--- config.mk ---
export PLATFORM = sky130hd
export DESIGN_NAME = rfa_addr_filter
export DESIGN_NICKNAME = d
export VERILOG_FILES = /design/src/hw/rfa_pkg.sv /design/src/hw/rfa_addr_filter.sv /design/src/hw/rfa_seen_mem.sv
export SDC_FILE = /design/constraint.sdc
export NUM_CORES = 2
export LEC_CHECK = 0
export CORE_ASPECT_RATIO = 0.5
export CORE_MARGIN = 1
export CORE_UTILIZATION = 68
export DETAILED_ROUTE_END_ITERATION = 12
export DONT_BUFFER_PORTS = 1
export PLACE_DENSITY_LB_ADDON = 0.25
export SETUP_SLACK_MARGIN = 0.2
export SYNTH_ARGS = -nofsm -noshare
export SYNTH_HDL_FRONTEND = slang
export SYNTH_SLANG_ARGS = --single-unit
--- constraint.sdc ---
create_clock -name clock -period 7 [get_ports clock]
set_input_delay 0.35 -clock clock [delete_from_list [all_inputs] [get_ports clock]]
set_output_delay 0.35 -clock clock [all_outputs]
set_load 0.005 [all_outputs]
--- src/hw/rfa_pkg.sv ---
/*
 * rfa_pkg: shared constants for the address filter and assured-delivery
 * block: register byte offsets, field positions, reset values, mode codes
 * and timing counts.
 * Assumes a single 125 MHz clock and a 32-bit apb register bus.
 */
package rfa_pkg;

  // clock rate and ack wait timing
  localparam int CLK_MHZ          = 125;
  localparam int ACK_WAIT_US      = 4000;
  localparam int ACK_WAIT_CYC     = ACK_WAIT_US * CLK_MHZ;

  // register byte offsets
  localparam logic [7:0] OFS_ADDR_MODE   = 8'h00;
  localparam logic [7:0] OFS_COMPATIBILITY_SELECT      = 8'h04;
  localparam logic [7:0] OFS_AUTO_ADDR   = 8'h08;
  localparam logic [7:0] OFS_TARGET_SN   = 8'h0c;
  localparam logic [7:0] OFS_USER_TARGET = 8'h10;
  localparam logic [7:0] OFS_USER_LOCAL  = 8'h14;
  localparam logic [7:0] OFS_USER_MASK   = 8'h18;
  localparam logic [7:0] OFS_OWN_SN      = 8'h1c;
  localparam logic [7:0] OFS_CONTROL     = 8'h20;
  localparam logic [7:0] OFS_STATUS      = 8'h24;
  localparam logic [7:0] OFS_CUST_CODE   = 8'h28;

  // addressing mode codes and the ack request flag
  localparam logic [2:0] MODE_SERIAL     = 3'h4;
  localparam logic [2:0] MODE_USER       = 3'h6;
  localparam logic [2:0] MODE_EXT_USER   = 3'h7;
  localparam int         ACK_REQ_BIT     = 4;

  // compatibility select values
  localparam logic [7:0] COMPATIBILITY_SELECT_RELAXED  = 8'h00;
  localparam logic [7:0] COMPATIBILITY_SELECT_NORMAL   = 8'h02;
  localparam logic [7:0] COMPATIBILITY_SELECT_NETWORK  = 8'h03;

  // auto reply address enable bits, one per mode
  localparam int AUTO_SERIAL_BIT   = 0;
  localparam int AUTO_USER_BIT     = 1;
  localparam int AUTO_EXT_BIT      = 2;

  // control fields
  localparam int CTL_RETRY_LSB     = 0;
  localparam int CTL_RETRY_MSB     = 3;
  localparam int CTL_RATE_LSB      = 4;
  localparam int CTL_RATE_MSB      = 5;
  localparam int CTL_ENCRYPT_BIT   = 6;

  // status fields
  localparam int STS_EMPTY_BIT     = 0;
  localparam int STS_EXCEPT_BIT    = 1;
  localparam int STS_BUSY_BIT      = 2;
  localparam int STS_TRIES_LSB     = 4;
  localparam int STS_TRIES_MSB     = 7;

  // reset values
  localparam logic [7:0]  RST_ADDR_MODE  = 8'h06;
  localparam logic [7:0]  RST_COMPATIBILITY_SELECT     = 8'h02;
  localparam logic [2:0]  RST_AUTO_ADDR  = 3'h0;
  localparam logic [31:0] RST_ADDR       = 32'h0000_0000;
  localparam logic [31:0] RST_MASK       = 32'hffff_ffff;
  localparam logic [6:0]  RST_CONTROL    = 7'h03;

  // duplicate table entry: valid, source, sequence tag
  localparam int SEQ_W             = 8;
  localparam int SEEN_IDX_W        = 4;
  localparam int SEEN_W            = 1 + 32 + SEQ_W;

  typedef enum logic [1:0] {
    RFA_TX_IDLE,
    RFA_TX_SEND,
    RFA_TX_WAIT
  } rfa_tx_state_t;

endpackage

--- src/hw/rfa_addr_filter.sv ---
/*
 * rfa_addr_filter: address building, receive filtering and assured
 * delivery for a packet radio. Registers over apb; packet headers arrive
 * from the radio core already decoded, payload moves elsewhere.
 * Assumes rx_valid pulses are at least two cycles apart and that the
 * radio core only pulses rx_valid for packets that passed their checks.
 */
// Functional notes
// - addressing mode register writable any time; tx uses current value
// - receiver evaluates serial, user and extended packets in every mode
// - matching packets forwarded to host, others dropped silently
// - mode codes 0x04 serial, 0x06 user, 0x07 extended user
// - acknowledged variants 0x14, 0x16, 0x17
// - serial mode: own serial as source, target serial as destination
// - serial mode: only receiver with equal serial outputs payload
// - user mode sends customer code unencrypted and 16-bit destination
// - mask splits address into fields for broadcast and unicast
// - ack only on exact local identifier match, mask ignored
// - extended user mode uses full 32-bit identifiers and mask
// - compatibility 0x03 matches leading-zero mask bits only
// - relaxed 0x00 uses 16-bit identifier and mask, normal 32-bit; code applies 16-bit to user packets only, extended stay 32-bit
// - auto addressing copies valid sender address into destination
// - transmitter waits rate-dependent ack period then retransmits
// - duplicates are acknowledged but their payload dropped
// - acknowledgement sent immediately with no backoff
// - ack completes block; buffer empty high when queue empty
// - retransmit until retry limit used up
// - retries exhausted raise the exception line
// - bit 4 of mode register requests acknowledgements
module rfa_addr_filter #(
  parameter logic [31:0] OWN_SERIAL   = 32'h1357_9bdf, // arbitrary value
  parameter logic [15:0] CUST_CODE    = 16'h0a5c,      // arbitrary value
  parameter int          ACK_WAIT_CYC = rfa_pkg::ACK_WAIT_CYC
) (
  input  wire logic                     clock,
  input  wire logic                     rstn,
  input  wire logic                     psel,
  input  wire logic                     penable,
  input  wire logic                     pwrite,
  input  wire logic [7:0]               paddr,
  input  wire logic [31:0]              pwdata,
  output logic      [31:0]              prdata,
  output logic                          pready,
  output logic                          pslverr,
  input  wire logic                     rx_valid,
  input  wire logic [2:0]               rx_type,
  input  wire logic                     rx_ack_req,
  input  wire logic                     rx_is_ack,
  input  wire logic [31:0]              rx_src,
  input  wire logic [31:0]              rx_dst,
  input  wire logic [rfa_pkg::SEQ_W-1:0] rx_seq,
  output logic                          rx_forward,
  output logic                          rx_discard,
  output logic                          ack_send,
  output logic                          ack_skip_backoff,
  output logic      [2:0]               ack_type,
  output logic      [31:0]              ack_dst,
  output logic      [rfa_pkg::SEQ_W-1:0] ack_seq,
  input  wire logic                     tx_request,
  input  wire logic                     tx_queue_empty,
  input  wire logic                     tx_accept,
  output logic                          tx_go,
  output logic      [2:0]               tx_type,
  output logic                          tx_ack_req,
  output logic      [31:0]              tx_src,
  output logic      [31:0]              tx_dst,
  output logic                          tx_cust_en,
  output logic      [15:0]              tx_cust,
  output logic      [rfa_pkg::SEQ_W-1:0] tx_seq,
  output logic                          buffer_empty_line,
  output logic                          exception_line
);

  localparam int SW = rfa_pkg::SEQ_W;
  localparam int IW = rfa_pkg::SEEN_IDX_W;

  // software-visible configuration
  logic [7:0]  addr_mode;
  logic [7:0]  compatibility_select;
  logic [2:0]  auto_addr;
  logic [31:0] target_serial;
  logic [31:0] user_target;
  logic [31:0] user_local;
  logic [31:0] user_mask;
  logic [6:0]  control;

  // transmit state
  rfa_pkg::rfa_tx_state_t tx_state;
  logic [31:0] wait_cnt;
  logic [3:0]  tries;
  logic        pending;

  // receive pipeline
  logic        rx_stage;
  logic [2:0]  st_type;
  logic        st_ack_req;
  logic [31:0] st_src;
  logic [SW-1:0] st_seq;
  logic        st_accept;
  logic        st_exact;
  logic [rfa_pkg::SEEN_W-1:0] seen_rd;

  logic wr_cycle;
  logic rd_cycle;
  logic ack_seen;
  logic wait_done;
  logic exc_clear;
  logic [31:0] wait_len;

  // leading contiguous zeros of a mask, as a contiguous run of ones
  function automatic logic [31:0] lead_zero_field(input logic [31:0] m);
    logic [31:0] f;
    logic        run;
    f   = '0;
    run = 1'b1;
    for (int i = 31; i >= 0; i--)
    begin
      run  = run & ~m[i];
      f[i] = run;
    end
    return f;
  endfunction

  // fixed bits must match; masked bits match own value or all ones
  function automatic logic masked_match(input logic [31:0] d,
                                        input logic [31:0] l,
                                        input logic [31:0] m);
    logic fixed_ok;
    logic free_ok;
    fixed_ok = ((d ^ l) & ~m) == 32'h0000_0000;
    free_ok  = ((d & m) == (l & m)) || ((d & m) == m);
    return fixed_ok && free_ok;
  endfunction

  function automatic logic [IW-1:0] slot_of(input logic [31:0] a);
    return a[IW-1:0] ^ a[2*IW-1:IW] ^ a[3*IW-1:2*IW];
  endfunction

  // apb: zero wait states, unmapped offsets answer with an error
  assign pready   = 1'b1;
  assign wr_cycle = psel && penable && pwrite;
  // reads sampled in the setup phase so data stands at the access edge
  assign rd_cycle = psel && !penable && !pwrite;

  always_comb
  begin
    pslverr = 1'b0;
    if (psel && penable)
    begin
      case (paddr)
        rfa_pkg::OFS_ADDR_MODE, rfa_pkg::OFS_COMPATIBILITY_SELECT,
        rfa_pkg::OFS_AUTO_ADDR, rfa_pkg::OFS_TARGET_SN,
        rfa_pkg::OFS_USER_TARGET, rfa_pkg::OFS_USER_LOCAL,
        rfa_pkg::OFS_USER_MASK, rfa_pkg::OFS_OWN_SN,
        rfa_pkg::OFS_CONTROL, rfa_pkg::OFS_STATUS,
        rfa_pkg::OFS_CUST_CODE: pslverr = 1'b0;
        default:                pslverr = 1'b1;
      endcase
    end
  end

  // read data registered at the setup edge; status may lag by one cycle
  always_ff @(posedge clock)
  begin
    if (!rstn)
      prdata <= 32'h0000_0000;
    else if (rd_cycle)
    begin
      case (paddr)
        rfa_pkg::OFS_ADDR_MODE:   prdata <= {24'h00_0000, addr_mode};
        rfa_pkg::OFS_COMPATIBILITY_SELECT:      prdata <= {24'h00_0000, compatibility_select};
        rfa_pkg::OFS_AUTO_ADDR:   prdata <= {29'h0, auto_addr};
        rfa_pkg::OFS_TARGET_SN:   prdata <= target_serial;
        rfa_pkg::OFS_USER_TARGET: prdata <= user_target;
        rfa_pkg::OFS_USER_LOCAL:  prdata <= user_local;
        rfa_pkg::OFS_USER_MASK:   prdata <= user_mask;
        rfa_pkg::OFS_OWN_SN:      prdata <= OWN_SERIAL;
        rfa_pkg::OFS_CONTROL:     prdata <= {25'h0, control};
        rfa_pkg::OFS_STATUS:      prdata <= {23'h0, tx_state != rfa_pkg::RFA_TX_IDLE,
                                             tries, 1'b0,
                                             tx_state != rfa_pkg::RFA_TX_IDLE,
                                             exception_line,
                                             buffer_empty_line};
        rfa_pkg::OFS_CUST_CODE:   prdata <= {16'h0000, CUST_CODE};
        default:                  prdata <= 32'h0000_0000;
      endcase
    end
  end

  // plain configuration; mode may change while traffic runs
  always_ff @(posedge clock)
  begin
    if (!rstn)
    begin
      addr_mode  <= rfa_pkg::RST_ADDR_MODE;
      compatibility_select     <= rfa_pkg::RST_COMPATIBILITY_SELECT;
      auto_addr  <= rfa_pkg::RST_AUTO_ADDR;
      user_local <= rfa_pkg::RST_ADDR;
      user_mask  <= rfa_pkg::RST_MASK;
      control    <= rfa_pkg::RST_CONTROL;
    end
    else if (wr_cycle)
    begin
      case (paddr)
        rfa_pkg::OFS_ADDR_MODE:  addr_mode  <= pwdata[7:0];
        rfa_pkg::OFS_COMPATIBILITY_SELECT:     compatibility_select     <= pwdata[7:0];
        rfa_pkg::OFS_AUTO_ADDR:  auto_addr  <= pwdata[2:0];
        rfa_pkg::OFS_USER_LOCAL: user_local <= pwdata;
        rfa_pkg::OFS_USER_MASK:  user_mask  <= pwdata;
        rfa_pkg::OFS_CONTROL:    control    <= pwdata[6:0];
        default:                 control    <= control;
      endcase
    end
  end

  // destination registers; a captured sender address wins over software
  always_ff @(posedge clock)
  begin
    if (!rstn)
    begin
      target_serial <= rfa_pkg::RST_ADDR;
      user_target   <= rfa_pkg::RST_ADDR;
    end
    else if (st_accept && !st_is_dup()
             && st_type == rfa_pkg::MODE_SERIAL
             && auto_addr[rfa_pkg::AUTO_SERIAL_BIT])
      target_serial <= st_src;
    else if (st_accept && !st_is_dup()
             && ((st_type == rfa_pkg::MODE_USER
                  && auto_addr[rfa_pkg::AUTO_USER_BIT])
              || (st_type == rfa_pkg::MODE_EXT_USER
                  && auto_addr[rfa_pkg::AUTO_EXT_BIT])))
      user_target <= st_src;
    else if (wr_cycle && paddr == rfa_pkg::OFS_TARGET_SN)
      target_serial <= pwdata;
    else if (wr_cycle && paddr == rfa_pkg::OFS_USER_TARGET)
      user_target <= pwdata;
  end

  // duplicate check against the last tag stored for this sender slot
  function automatic logic st_is_dup();
    return seen_rd[rfa_pkg::SEEN_W-1]
           && seen_rd[rfa_pkg::SEEN_W-2:SW] == st_src
           && seen_rd[SW-1:0] == st_seq;
  endfunction

  // stage 0: address decision for every packet type, whatever our mode
  always_ff @(posedge clock)
  begin
    if (!rstn)
    begin
      rx_stage   <= 1'b0;
      st_accept  <= 1'b0;
      st_exact   <= 1'b0;
      st_type    <= 3'h0;
      st_ack_req <= 1'b0;
      st_src     <= 32'h0000_0000;
      st_seq     <= '0;
    end
    else
    begin
      rx_stage   <= rx_valid && !rx_is_ack;
      st_type    <= rx_type;
      st_ack_req <= rx_ack_req;
      st_src     <= rx_src;
      st_seq     <= rx_seq;
      case (rx_type)
        rfa_pkg::MODE_SERIAL:
        begin
          st_accept <= rx_dst == OWN_SERIAL;
          st_exact  <= rx_dst == OWN_SERIAL;
        end
        rfa_pkg::MODE_USER, rfa_pkg::MODE_EXT_USER:
        begin
          if (compatibility_select == rfa_pkg::COMPATIBILITY_SELECT_NETWORK)
            st_accept <= ((rx_dst ^ user_local)
                          & lead_zero_field(user_mask)) == 32'h0;
          else if (rx_type == rfa_pkg::MODE_USER
                   && compatibility_select == rfa_pkg::COMPATIBILITY_SELECT_RELAXED)
            st_accept <= masked_match({16'h0000, rx_dst[15:0]},
                                      {16'h0000, user_local[15:0]},
                                      {16'h0000, user_mask[15:0]});
          else
            st_accept <= masked_match(rx_dst, user_local,
                                      user_mask);
          st_exact <= rx_dst == user_local;
        end
        default:
        begin
          st_accept <= 1'b0;
          st_exact  <= 1'b0;
        end
      endcase
    end
  end

  // stage 1: forward, drop, acknowledge
  always_ff @(posedge clock)
  begin
    if (!rstn)
    begin
      rx_forward       <= 1'b0;
      rx_discard       <= 1'b0;
      ack_send         <= 1'b0;
      ack_skip_backoff <= 1'b0;
      ack_type         <= 3'h0;
      ack_dst          <= 32'h0000_0000;
      ack_seq          <= '0;
    end
    else
    begin
      rx_forward <= rx_stage && st_accept && !st_is_dup();
      rx_discard <= rx_stage && !(st_accept && !st_is_dup());
      ack_send   <= rx_stage && st_ack_req && st_exact;
      ack_skip_backoff <= rx_stage && st_ack_req && st_exact;
      if (rx_stage)
      begin
        ack_type <= st_type;
        ack_dst  <= st_src;
        ack_seq  <= st_seq;
      end
    end
  end

  // tag table; entries age out only by overwrite or reset
  rfa_seen_mem #(
    .DEPTH_W (IW),
    .WIDTH   (rfa_pkg::SEEN_W)
  ) u_seen (
    .clock   (clock),
    .rstn    (rstn),
    .clear   (1'b0),
    .rd_addr (slot_of(rx_src)),
    .rd_data (seen_rd),
    .wr_en   (rx_stage && st_accept),
    .wr_addr (slot_of(st_src)),
    .wr_data ({1'b1, st_src, st_seq})
  );

  // an ack for the outstanding packet carries its sequence tag
  assign ack_seen  = rx_valid && rx_is_ack && rx_seq == tx_seq;
  assign wait_len  = 32'(ACK_WAIT_CYC)
                     << control[rfa_pkg::CTL_RATE_MSB:rfa_pkg::CTL_RATE_LSB];
  assign wait_done = wait_cnt >= wait_len - 32'd1;

  // only a request that lands while busy is remembered, else blocks repeat
  always_ff @(posedge clock)
  begin
    if (!rstn)
      pending <= 1'b0;
    else if (tx_request && tx_state != rfa_pkg::RFA_TX_IDLE)
      pending <= 1'b1;
    else if (tx_state == rfa_pkg::RFA_TX_IDLE)
      pending <= 1'b0;
  end

  // transmit sequencer: send, wait for ack, retry
  always_ff @(posedge clock)
  begin
    if (!rstn)
    begin
      tx_state <= rfa_pkg::RFA_TX_IDLE;
      wait_cnt <= 32'h0000_0000;
      tries    <= 4'h0;
      tx_seq   <= '0;
    end
    else
    begin
      case (tx_state)
        rfa_pkg::RFA_TX_IDLE:
          if (tx_request || pending)
          begin
            tx_state <= rfa_pkg::RFA_TX_SEND;
            tries    <= 4'h0;
            tx_seq   <= tx_seq + SW'(1); // new tag per block, not per retry
          end
        rfa_pkg::RFA_TX_SEND:
          if (tx_accept)
          begin
            wait_cnt <= 32'h0000_0000;
            if (tx_ack_req)
              tx_state <= rfa_pkg::RFA_TX_WAIT;
            else
              tx_state <= rfa_pkg::RFA_TX_IDLE;
          end
        rfa_pkg::RFA_TX_WAIT:
          if (ack_seen)
            tx_state <= rfa_pkg::RFA_TX_IDLE;
          else if (wait_done)
          begin
            wait_cnt <= 32'h0000_0000;
            if (tries < control[rfa_pkg::CTL_RETRY_MSB:
                                rfa_pkg::CTL_RETRY_LSB])
            begin
              tries    <= tries + 4'h1;
              tx_state <= rfa_pkg::RFA_TX_SEND;
            end
            else
              tx_state <= rfa_pkg::RFA_TX_IDLE;
          end
          else
            wait_cnt <= wait_cnt + 32'd1;
        default:
          tx_state <= rfa_pkg::RFA_TX_IDLE;
      endcase
    end
  end

  // header fields follow the mode register as it stands right now
  always_comb
  begin
    tx_go      = tx_state == rfa_pkg::RFA_TX_SEND;
    tx_type    = addr_mode[2:0];
    tx_ack_req = addr_mode[rfa_pkg::ACK_REQ_BIT];
    tx_cust    = CUST_CODE;
    tx_cust_en = !control[rfa_pkg::CTL_ENCRYPT_BIT];
    case (addr_mode[2:0])
      rfa_pkg::MODE_SERIAL:
      begin
        tx_src = OWN_SERIAL;
        tx_dst = target_serial;
      end
      rfa_pkg::MODE_USER:
      begin
        tx_src = {16'h0000, user_local[15:0]};
        tx_dst = {16'h0000, user_target[15:0]};
      end
      default:
      begin
        tx_src = user_local;
        tx_dst = user_target;
      end
    endcase
  end

  // exception is sticky: a new failure wins over a software clear
  assign exc_clear = wr_cycle && paddr == rfa_pkg::OFS_STATUS
                     && pwdata[rfa_pkg::STS_EXCEPT_BIT];

  always_ff @(posedge clock)
  begin
    if (!rstn)
      exception_line <= 1'b0;
    else if (tx_state == rfa_pkg::RFA_TX_WAIT && !ack_seen && wait_done
             && tries >= control[rfa_pkg::CTL_RETRY_MSB:
                                 rfa_pkg::CTL_RETRY_LSB])
      exception_line <= 1'b1;
    else if (exc_clear)
      exception_line <= 1'b0;
  end

  // empty once the last block completes and nothing else is queued
  always_ff @(posedge clock)
  begin
    if (!rstn)
      buffer_empty_line <= 1'b1;
    else
      buffer_empty_line <= tx_state == rfa_pkg::RFA_TX_IDLE
                           && !pending && !tx_request
                           && tx_queue_empty;
  end

endmodule

--- src/hw/rfa_seen_mem.sv ---
/*
 * rfa_seen_mem: small single-port-write, registered-read memory that holds
 * the last accepted packet tag per sender slot.
 * Assumes one clock, synchronous active-low reset clearing the read register
 * and the live vector; entries are also qualified by the valid bit the owner writes.
 */
module rfa_seen_mem #(
  parameter int DEPTH_W = 4,
  parameter int WIDTH   = 41
) (
  input  wire logic               clock,
  input  wire logic               rstn,
  input  wire logic               clear,
  input  wire logic [DEPTH_W-1:0] rd_addr,
  output logic      [WIDTH-1:0]   rd_data,
  input  wire logic               wr_en,
  input  wire logic [DEPTH_W-1:0] wr_addr,
  input  wire logic [WIDTH-1:0]   wr_data
);

  logic [WIDTH-1:0] mem [2**DEPTH_W];
  logic [2**DEPTH_W-1:0] live;

  // storage; the live vector stands in for a memory-wide clear
  always_ff @(posedge clock)
  begin
    if (wr_en)
      mem[wr_addr] <= wr_data;
  end

  always_ff @(posedge clock)
  begin
    if (!rstn || clear)
      live <= '0;
    else if (wr_en)
      live[wr_addr] <= 1'b1;
  end

  // read data always comes out of a register
  always_ff @(posedge clock)
  begin
    if (!rstn)
      rd_data <= '0;
    else if (live[rd_addr])
      rd_data <= mem[rd_addr];
    else
      rd_data <= '0;
  end

endmodule

# [After elaboration in Yosys (flattened, before gate mapping)]
# Memory sizes are Yosys's and may differ from the RTL's. A register that Yosys moved wholly into a read port is not among the register bits.
# Cells that the tools add are included.
[classes] magnitude_cmp=6 shifts=1 addsub=4 bitwise=80 reduce_logical=77 n_div=0 multipliers=0 muxes=41 eq_ne=38
[op_table] cell="32-bit case mux with 11 select lines" n=1
[op_table] cell="32-bit two-way mux" n=9
[op_table] cell="32-bit case mux with 2 select lines" n=3
[op_table] cell="32-bit AND" n=4
[op_table] cell="32-bit equality test" n=4
[op_table] cell="32-bit logical NOT" n=3
[op_table] cell="1-bit logical AND" n=35
[op_table] cell="1-bit NOT" n=33
[op_table] cell="32-bit by 1-bit adder with 32-bit output (second input constant)" n=1
[op_table] cell="16-bit AND" n=2
[op_table] cell="16-bit by 32-bit AND with 32-bit output" n=1
[op_table] cell="32-bit by 16-bit equality test with 1-bit output" n=1
[op_table] cell="32-bit by 29-bit equality test with 1-bit output (second input constant)" n=1
[op_table] cell="8-bit by 5-bit equality test with 1-bit output (second input constant)" n=4
[op_table] cell="32-bit >= comparator" n=1
[op_table] cell="16-bit NOT with 32-bit output" n=1
[op_table] cell="32-bit NOT" n=1
[op_table] cell="19-bit by 2-bit << shifter with 32-bit output (first input constant)" n=1
[op_table] cell="32-bit by 1-bit subtractor with 32-bit output (second input constant)" n=1
[op_table] cell="32-bit bitwise XOR" n=1
[op_table] cell="1-bit AND" n=31
[op_table] cell="3-bit equality test (second input constant)" n=8
[op_table] cell="8-bit by 6-bit equality test with 1-bit output (second input constant)" n=3
[op_table] cell="2-bit AND reduction" n=9
[op_table] cell="36 further kinds" n=88
[word_totals] word_cells=279 latchBits=0 in_bits=126 ram_bits=640 romBits=0 memories=1 register_bits=385 out_inout_bits=177
[mem_list] memory="u_seen.mem" words=16 width=40 rd=1 rd_ports_with_merged_regs=1 wr=1 line_no="rfa_seen_mem.sv:21" rtl="logic [WIDTH-1:0] mem [2**DEPTH_W];"

# [Longest topological paths before layout]
[logic_depth] ltp_word=36 depth_mapped=12

# [Cells and area by module]
# A second synthesis with hierarchy kept.
[hier_totals] hier_cells=3172 area_unflattened_um2=43296.5
[modules_own_cells] mod="rfa_seen_mem" area_each_um2=26404.1 cells_per_inst=1122 seq_area_each_um2=20840.0 instances=1
[modules_own_cells] mod="rfa_addr_filter" area_each_um2=16892.5 cells_per_inst=2050 seq_area_each_um2=6566.3 instances=1

# [Worst setup path before layout]
# Ideal clock, no wire load.
[synth_timing] kind="register -> register" startpoint="register st_src[4]" endpoint="memory u_seen.mem[7][0] (netlist name) (enable)" path_buffers=0 setup_time_ns=0.439 path_stages_with_launch=5 period_less_slack_ns=3.534 path_slack_ns=3.466 arrival_time_ns=3.095 path_cell_list="dfxtp_1 -> xor2_1 -> xnor2_1 -> or3_1 -> nor2_1"
[synth_via] elab_chain_len=2
[synth_rtl] element="start: declaration" line_no="rfa_addr_filter.sv:97" rtl="logic [31:0] st_src;"
[synth_rtl] element="start signal: assignment" line_no="rfa_addr_filter.sv:265" rtl="st_src <= rx_src;"
[synth_rtl] element="4-bit bitwise XOR (2 in a row)" line_no="rfa_addr_filter.sv:136" rtl="return a[IW-1:0] ^ a[2*IW-1:IW] ^ a[3*IW-1:2*IW];"
[synth_rtl] element="end: declaration" line_no="rfa_seen_mem.sv:21"
# No other way between the ends.

# [Worst setup path in the final report]
[layout_timing] startpoint="register st_src[6]" endpoint="register target_serial[29]"
[layout_via] elab_chain_len=9 word_cells_on_any_way=12 cone_classes="2 x eq/ne; 1 x mux; 9 x reduce/logical"
[layout_rtl] element="32-bit equality test (*)" line_no="rfa_addr_filter.sv:243" rtl="&& seen_rd[rfa_pkg::SEEN_W-2:SW] == st_src"
[layout_rtl] element="1-bit logical AND (*)" line_no="rfa_addr_filter.sv:243"
[layout_rtl] element="1-bit logical AND (*)" line_no="rfa_addr_filter.sv:244" rtl="&& seen_rd[SW-1:0] == st_seq;"
[layout_rtl] element="1-bit logical NOT (*)" line_no="rfa_addr_filter.sv:224, rfa_addr_filter.sv:228"
[layout_rtl] element="1-bit logical AND (*)" line_no="rfa_addr_filter.sv:224, rfa_addr_filter.sv:228"
[layout_rtl] element="1-bit logical AND" line_no="rfa_addr_filter.sv:225" rtl="&& st_type == rfa_pkg::MODE_SERIAL"
[layout_rtl] element="1-bit logical AND" line_no="rfa_addr_filter.sv:226" rtl="&& auto_addr[rfa_pkg::AUTO_SERIAL_BIT])"
[layout_rtl] element="2-bit != test (no source line) / 2-bit nonzero test (equally long branches)"
[layout_rtl] element="2-bit AND reduction (no source line)"
[layout_rtl] element="end signal: assignment" line_no="rfa_addr_filter.sv:221" rtl="target_serial <= rfa_pkg::RST_ADDR;"
[layout_rtl] element="end signal: assignment" line_no="rfa_addr_filter.sv:227" rtl="target_serial <= st_src;"
[layout_rtl] element="end signal: assignment" line_no="rfa_addr_filter.sv:235" rtl="target_serial <= pwdata;"
[layout_rtl] element="end: declaration" line_no="rfa_addr_filter.sv:81" rtl="logic [31:0] target_serial;"
# Mark *: on every way between the ends. The rest lies on a longest branch, timed or not.
# A chain may end at the register's enable or synchronous reset.

==> results.yml <==
job:
  cap_violations: 0
sta:
  hold_ws_ns: 0.0102
  worst_slack_ns: 2.87
  fin_crit_ns: 4.13
  timing.final.crit_share_pct: 59.0
  max_slew_margin_pct: 9.37
  worstMarginPinSlew_ns: 1.36
  fmax_mhz: 242
  finalHoldViolCount: 0
  clock_skew_ns: 0.0304
  slew_violations: 0
  setup_viol: 0
  setup_tns_ns: 0
  rsz0062_at_grt: "false"
die:
  placementRows: 64
  chipHeight_um: 179
  die_area_um2: 63700
  start_util_pct: 69.3
  core_area_um2: 61500
  pin_count: 303
  die_x_um: 356
worst_setup_path:
  cp_slowest_cell: "dfxtp_1"
  rr_worst_depth: 7
  cp.required_ns: 7.53
  cp_cell_sequence: "xnor2_1, nand4_1, nor3_1, nand4_2, and3_4, or2_1, a21oi_1"
  max_stage_delay_ns: 0.99
  cp_num_cells: 7
  critical_path.top_delay_family: "simple AND/OR/NAND/NOR gates"
  critPathBufInv: 0
  crit_arrival_ns: 4.66
  critical_path_class: "flip-flop to flip-flop"
  critPathMaxFanout: 32
  start_kind: "flip-flop"
  crit_path_end_kind: "flip-flop"
power_and_ir_drop:
  netSwitchingFraction_pct: 23.4
  pwr-share-comb_pct: 8.7
  internal_power_mw: 9.54
  vdd_ir_drop_max_mv: 0.182
  total_power_mw: 12.5
  power.switching_mw: 2.91
  seqPwrFrac_pct: 52.6
  total_leakage_power_nw: 16.2
  power_density_nw_per_um2: 265
  p_clk_share_pct: 38.7
clock_network:
  clock_sinks: 1025
  root_buffer: "clkbuf_16"
  cts_max_path_buffers: 3
  cts_tree: "done"
  postCtsSetupBuffers: 0
  clk_latency_ns: 0.65
  htreeDepth: 3
  cts.clk_slew.worst_paths_ns: 0.07
  cts_buffers: 83
worst_hold_path:
  min_path_cells: 2
  hp-class: "primary input to flip-flop"
yosys:
  yosys.cell_types.count: 72
  syn-cell-area_um2: 42600
  postSynthAreaPerCell_um2: 13.6
  synth_ff_type: "edfxtp_1"
  ys_ff_latch: 1025
  synthCells: 3134
  synth_warnings: 0
  async_flop_share_pct: 0
  synth_edf_count: 640
  ys_seq_area_share_pct: 63.2
final_layout:
  fillers: 3486
  multi_input_area_um2: 14800
  drive_above_1_share_pct: 13.9
  final_nets: 3330
  utilization_pct: 76.4
  regArea_um2: 26900
  area_delta_synth_final_pct: 10.3
grt:
  grt-ovfl-total: 0
  grt_pass1_vias: 27600
  grt_pass1_wl_um: 180000
  grt_max_degree: 185
  antenna_found_initial: 8
  grt_util_all_layers_pct: 38.9
placement:
  pre_cts_slack_ns: 3.13
  dp_hpwl_um: 72900
  port_buffers: 0
  gp_congestion: 0.972
drt:
  wirelength_um: 125000
  postRouteAntennaNets: 0
  wl_per_cell_um: 30.6
  drc: 0
  num_vias: 28900
  firstDrtPassIters: 6
  drtIter0Drc: 4096
  vias_per_cell: 7.10
outcome:
  outcome: "finished, final reports clean"
## final cells by class
class / instances / area share (%)
timing repair buffer: 139 / 2.75
antenna: 5 / 0.0266
multi-input combinational: 1882 / 31.6
clock buffer: 113 / 4.86
inverter: 39 / 0.317
sequential: 1025 / 57.3
tap: 825 / 2.20
clock inverter: 41 / 1.00
## cells by family (layout without fill, tap and decap cells)
| group | Yosys count | count (layout) | share of synthesized area [%] |
|---|---|---|---|
| buffers and inverters | 245 | 332 | 2.58 |
| adder cells (fa/ha/maj) | 34 | 34 | 0.999 |
| multiplexers | 339 | 339 | 12.8 |
| flip-flops | 1025 | 1025 | 63.2 |
| AND/OR/NAND/NOR | 870 | 870 | 9.67 |
| AO/OA/AOI/OAI | 490 | 490 | 7.98 |
| other | 2 | 25 | 0.0176 |
| XOR/XNOR | 129 | 129 | 2.71 |
## flip-flops by register name, summed over array words and instances (netlist names), 16 cells and up
register / cells
ack_dst: 32
prdata: 32
st_src: 32
target_serial: 32
u_seen.live: 16
u_seen.mem: 640
u_seen.rd_data: 41
user_local: 32
user_mask: 32
user_target: 32
wait_cnt: 32
## power by group through the flow
stage                     Combinational, mW  Sequential (mW)  Clock (mW)
after global placement                0.946             6.68           0
after global routing                   1.14             6.55        5.04
after detailed placement              0.973             6.68           0
after floorplan                       0.746             6.65           0
final                                  1.08             6.55        4.82
after CTS                              1.07             6.55        4.80
## layout by cell type (no fill, tap or decap), drive strengths merged, types with 26 or more instances in the layout
| master | instances |
|---|---|
| nand4 | 27 |
| dfxtp | 385 |
| edfxtp | 640 |
| o21ai | 69 |
| nor3 | 26 |
| o31ai | 34 |
| a31oi | 32 |
| dlygate4sd3 | 82 |
| a21oi | 123 |
| o22a | 33 |
| xor2 | 40 |
| mux4 | 164 |
| clkbuf | 113 |
| xnor2 | 89 |
| ha | 34 |
| buf | 57 |
| o221a | 32 |
| nand2b | 47 |
| nand3 | 74 |
| inv | 42 |
| and2 | 58 |
| mux2i | 158 |
| and3 | 50 |
| nor2 | 180 |
| nand2 | 320 |
| a22oi | 70 |
## per-stage QoR
| stage | cells | area (µm²) |
|---|---|---|
| after floorplan | 3152 | 42700 |
| after global placement | 3827 | 43400 |
| after detailed placement | 3827 | 43400 |
| after CTS | 4064 | 47000 |
| after global routing | 4068 | 47000 |
| final | 4069 | 47000 |
## cells in the mapped netlist, types with 36 or more instances
master,n,share of area [%]
clkbuf_1,121,1.1
a21oi_1,123,1.4
o21ai_0,68,0.80
nand2_1,320,2.8
inv_1,39,0.34
edfxtp_1,640,45
buf_2,36,0.42
and2_1,57,0.84
mux4_2,164,8.7
nor2_1,179,1.6
xor2_1,40,0.82
and3_1,50,0.73
mux2i_1,158,3.7
a22oi_1,70,1.2
nand2b_1,47,0.69
xnor2_1,87,1.8
nand3_1,74,0.87
dfxtp_1,385,18
## timing repair
action,CTS,global route
gates resized for setup,0,0
endpoints found under the hold margin,242,0
hold buffers,83,0
## final timing paths
| path | slack (ns) | start | end |
|---|---|---|---|
| worst max-delay path | 2.87 | st_src[6] | target_serial[29] |
| worst min-delay path | 0.01 | pwdata[26] | user_target[26] |
| worst max register to register | 2.87 | st_src[6] | target_serial[29] |
| worst min register to register | 0.42 | st_ack_req | ack_skip_backoff |
## worst reg2reg max path, delay by kind of cell, from the launching register on
family,cells,cell delay [ns]
AO/OA/AOI/OAI,1,0.42
XOR/XNOR,1,0.33
AND/OR/NAND/NOR,5,2.30
flip-flops,1,0.99
## metal layers
metal,up-vias,wire (µm),track usage [%]
met4,8,6680,18.3
met5,-,58,0
met3,439,15900,10.3
met1,14400,46200,53.8
met2,2216,55800,58.3
li1,11900,-,-
(Power assumes the default switching activity.)
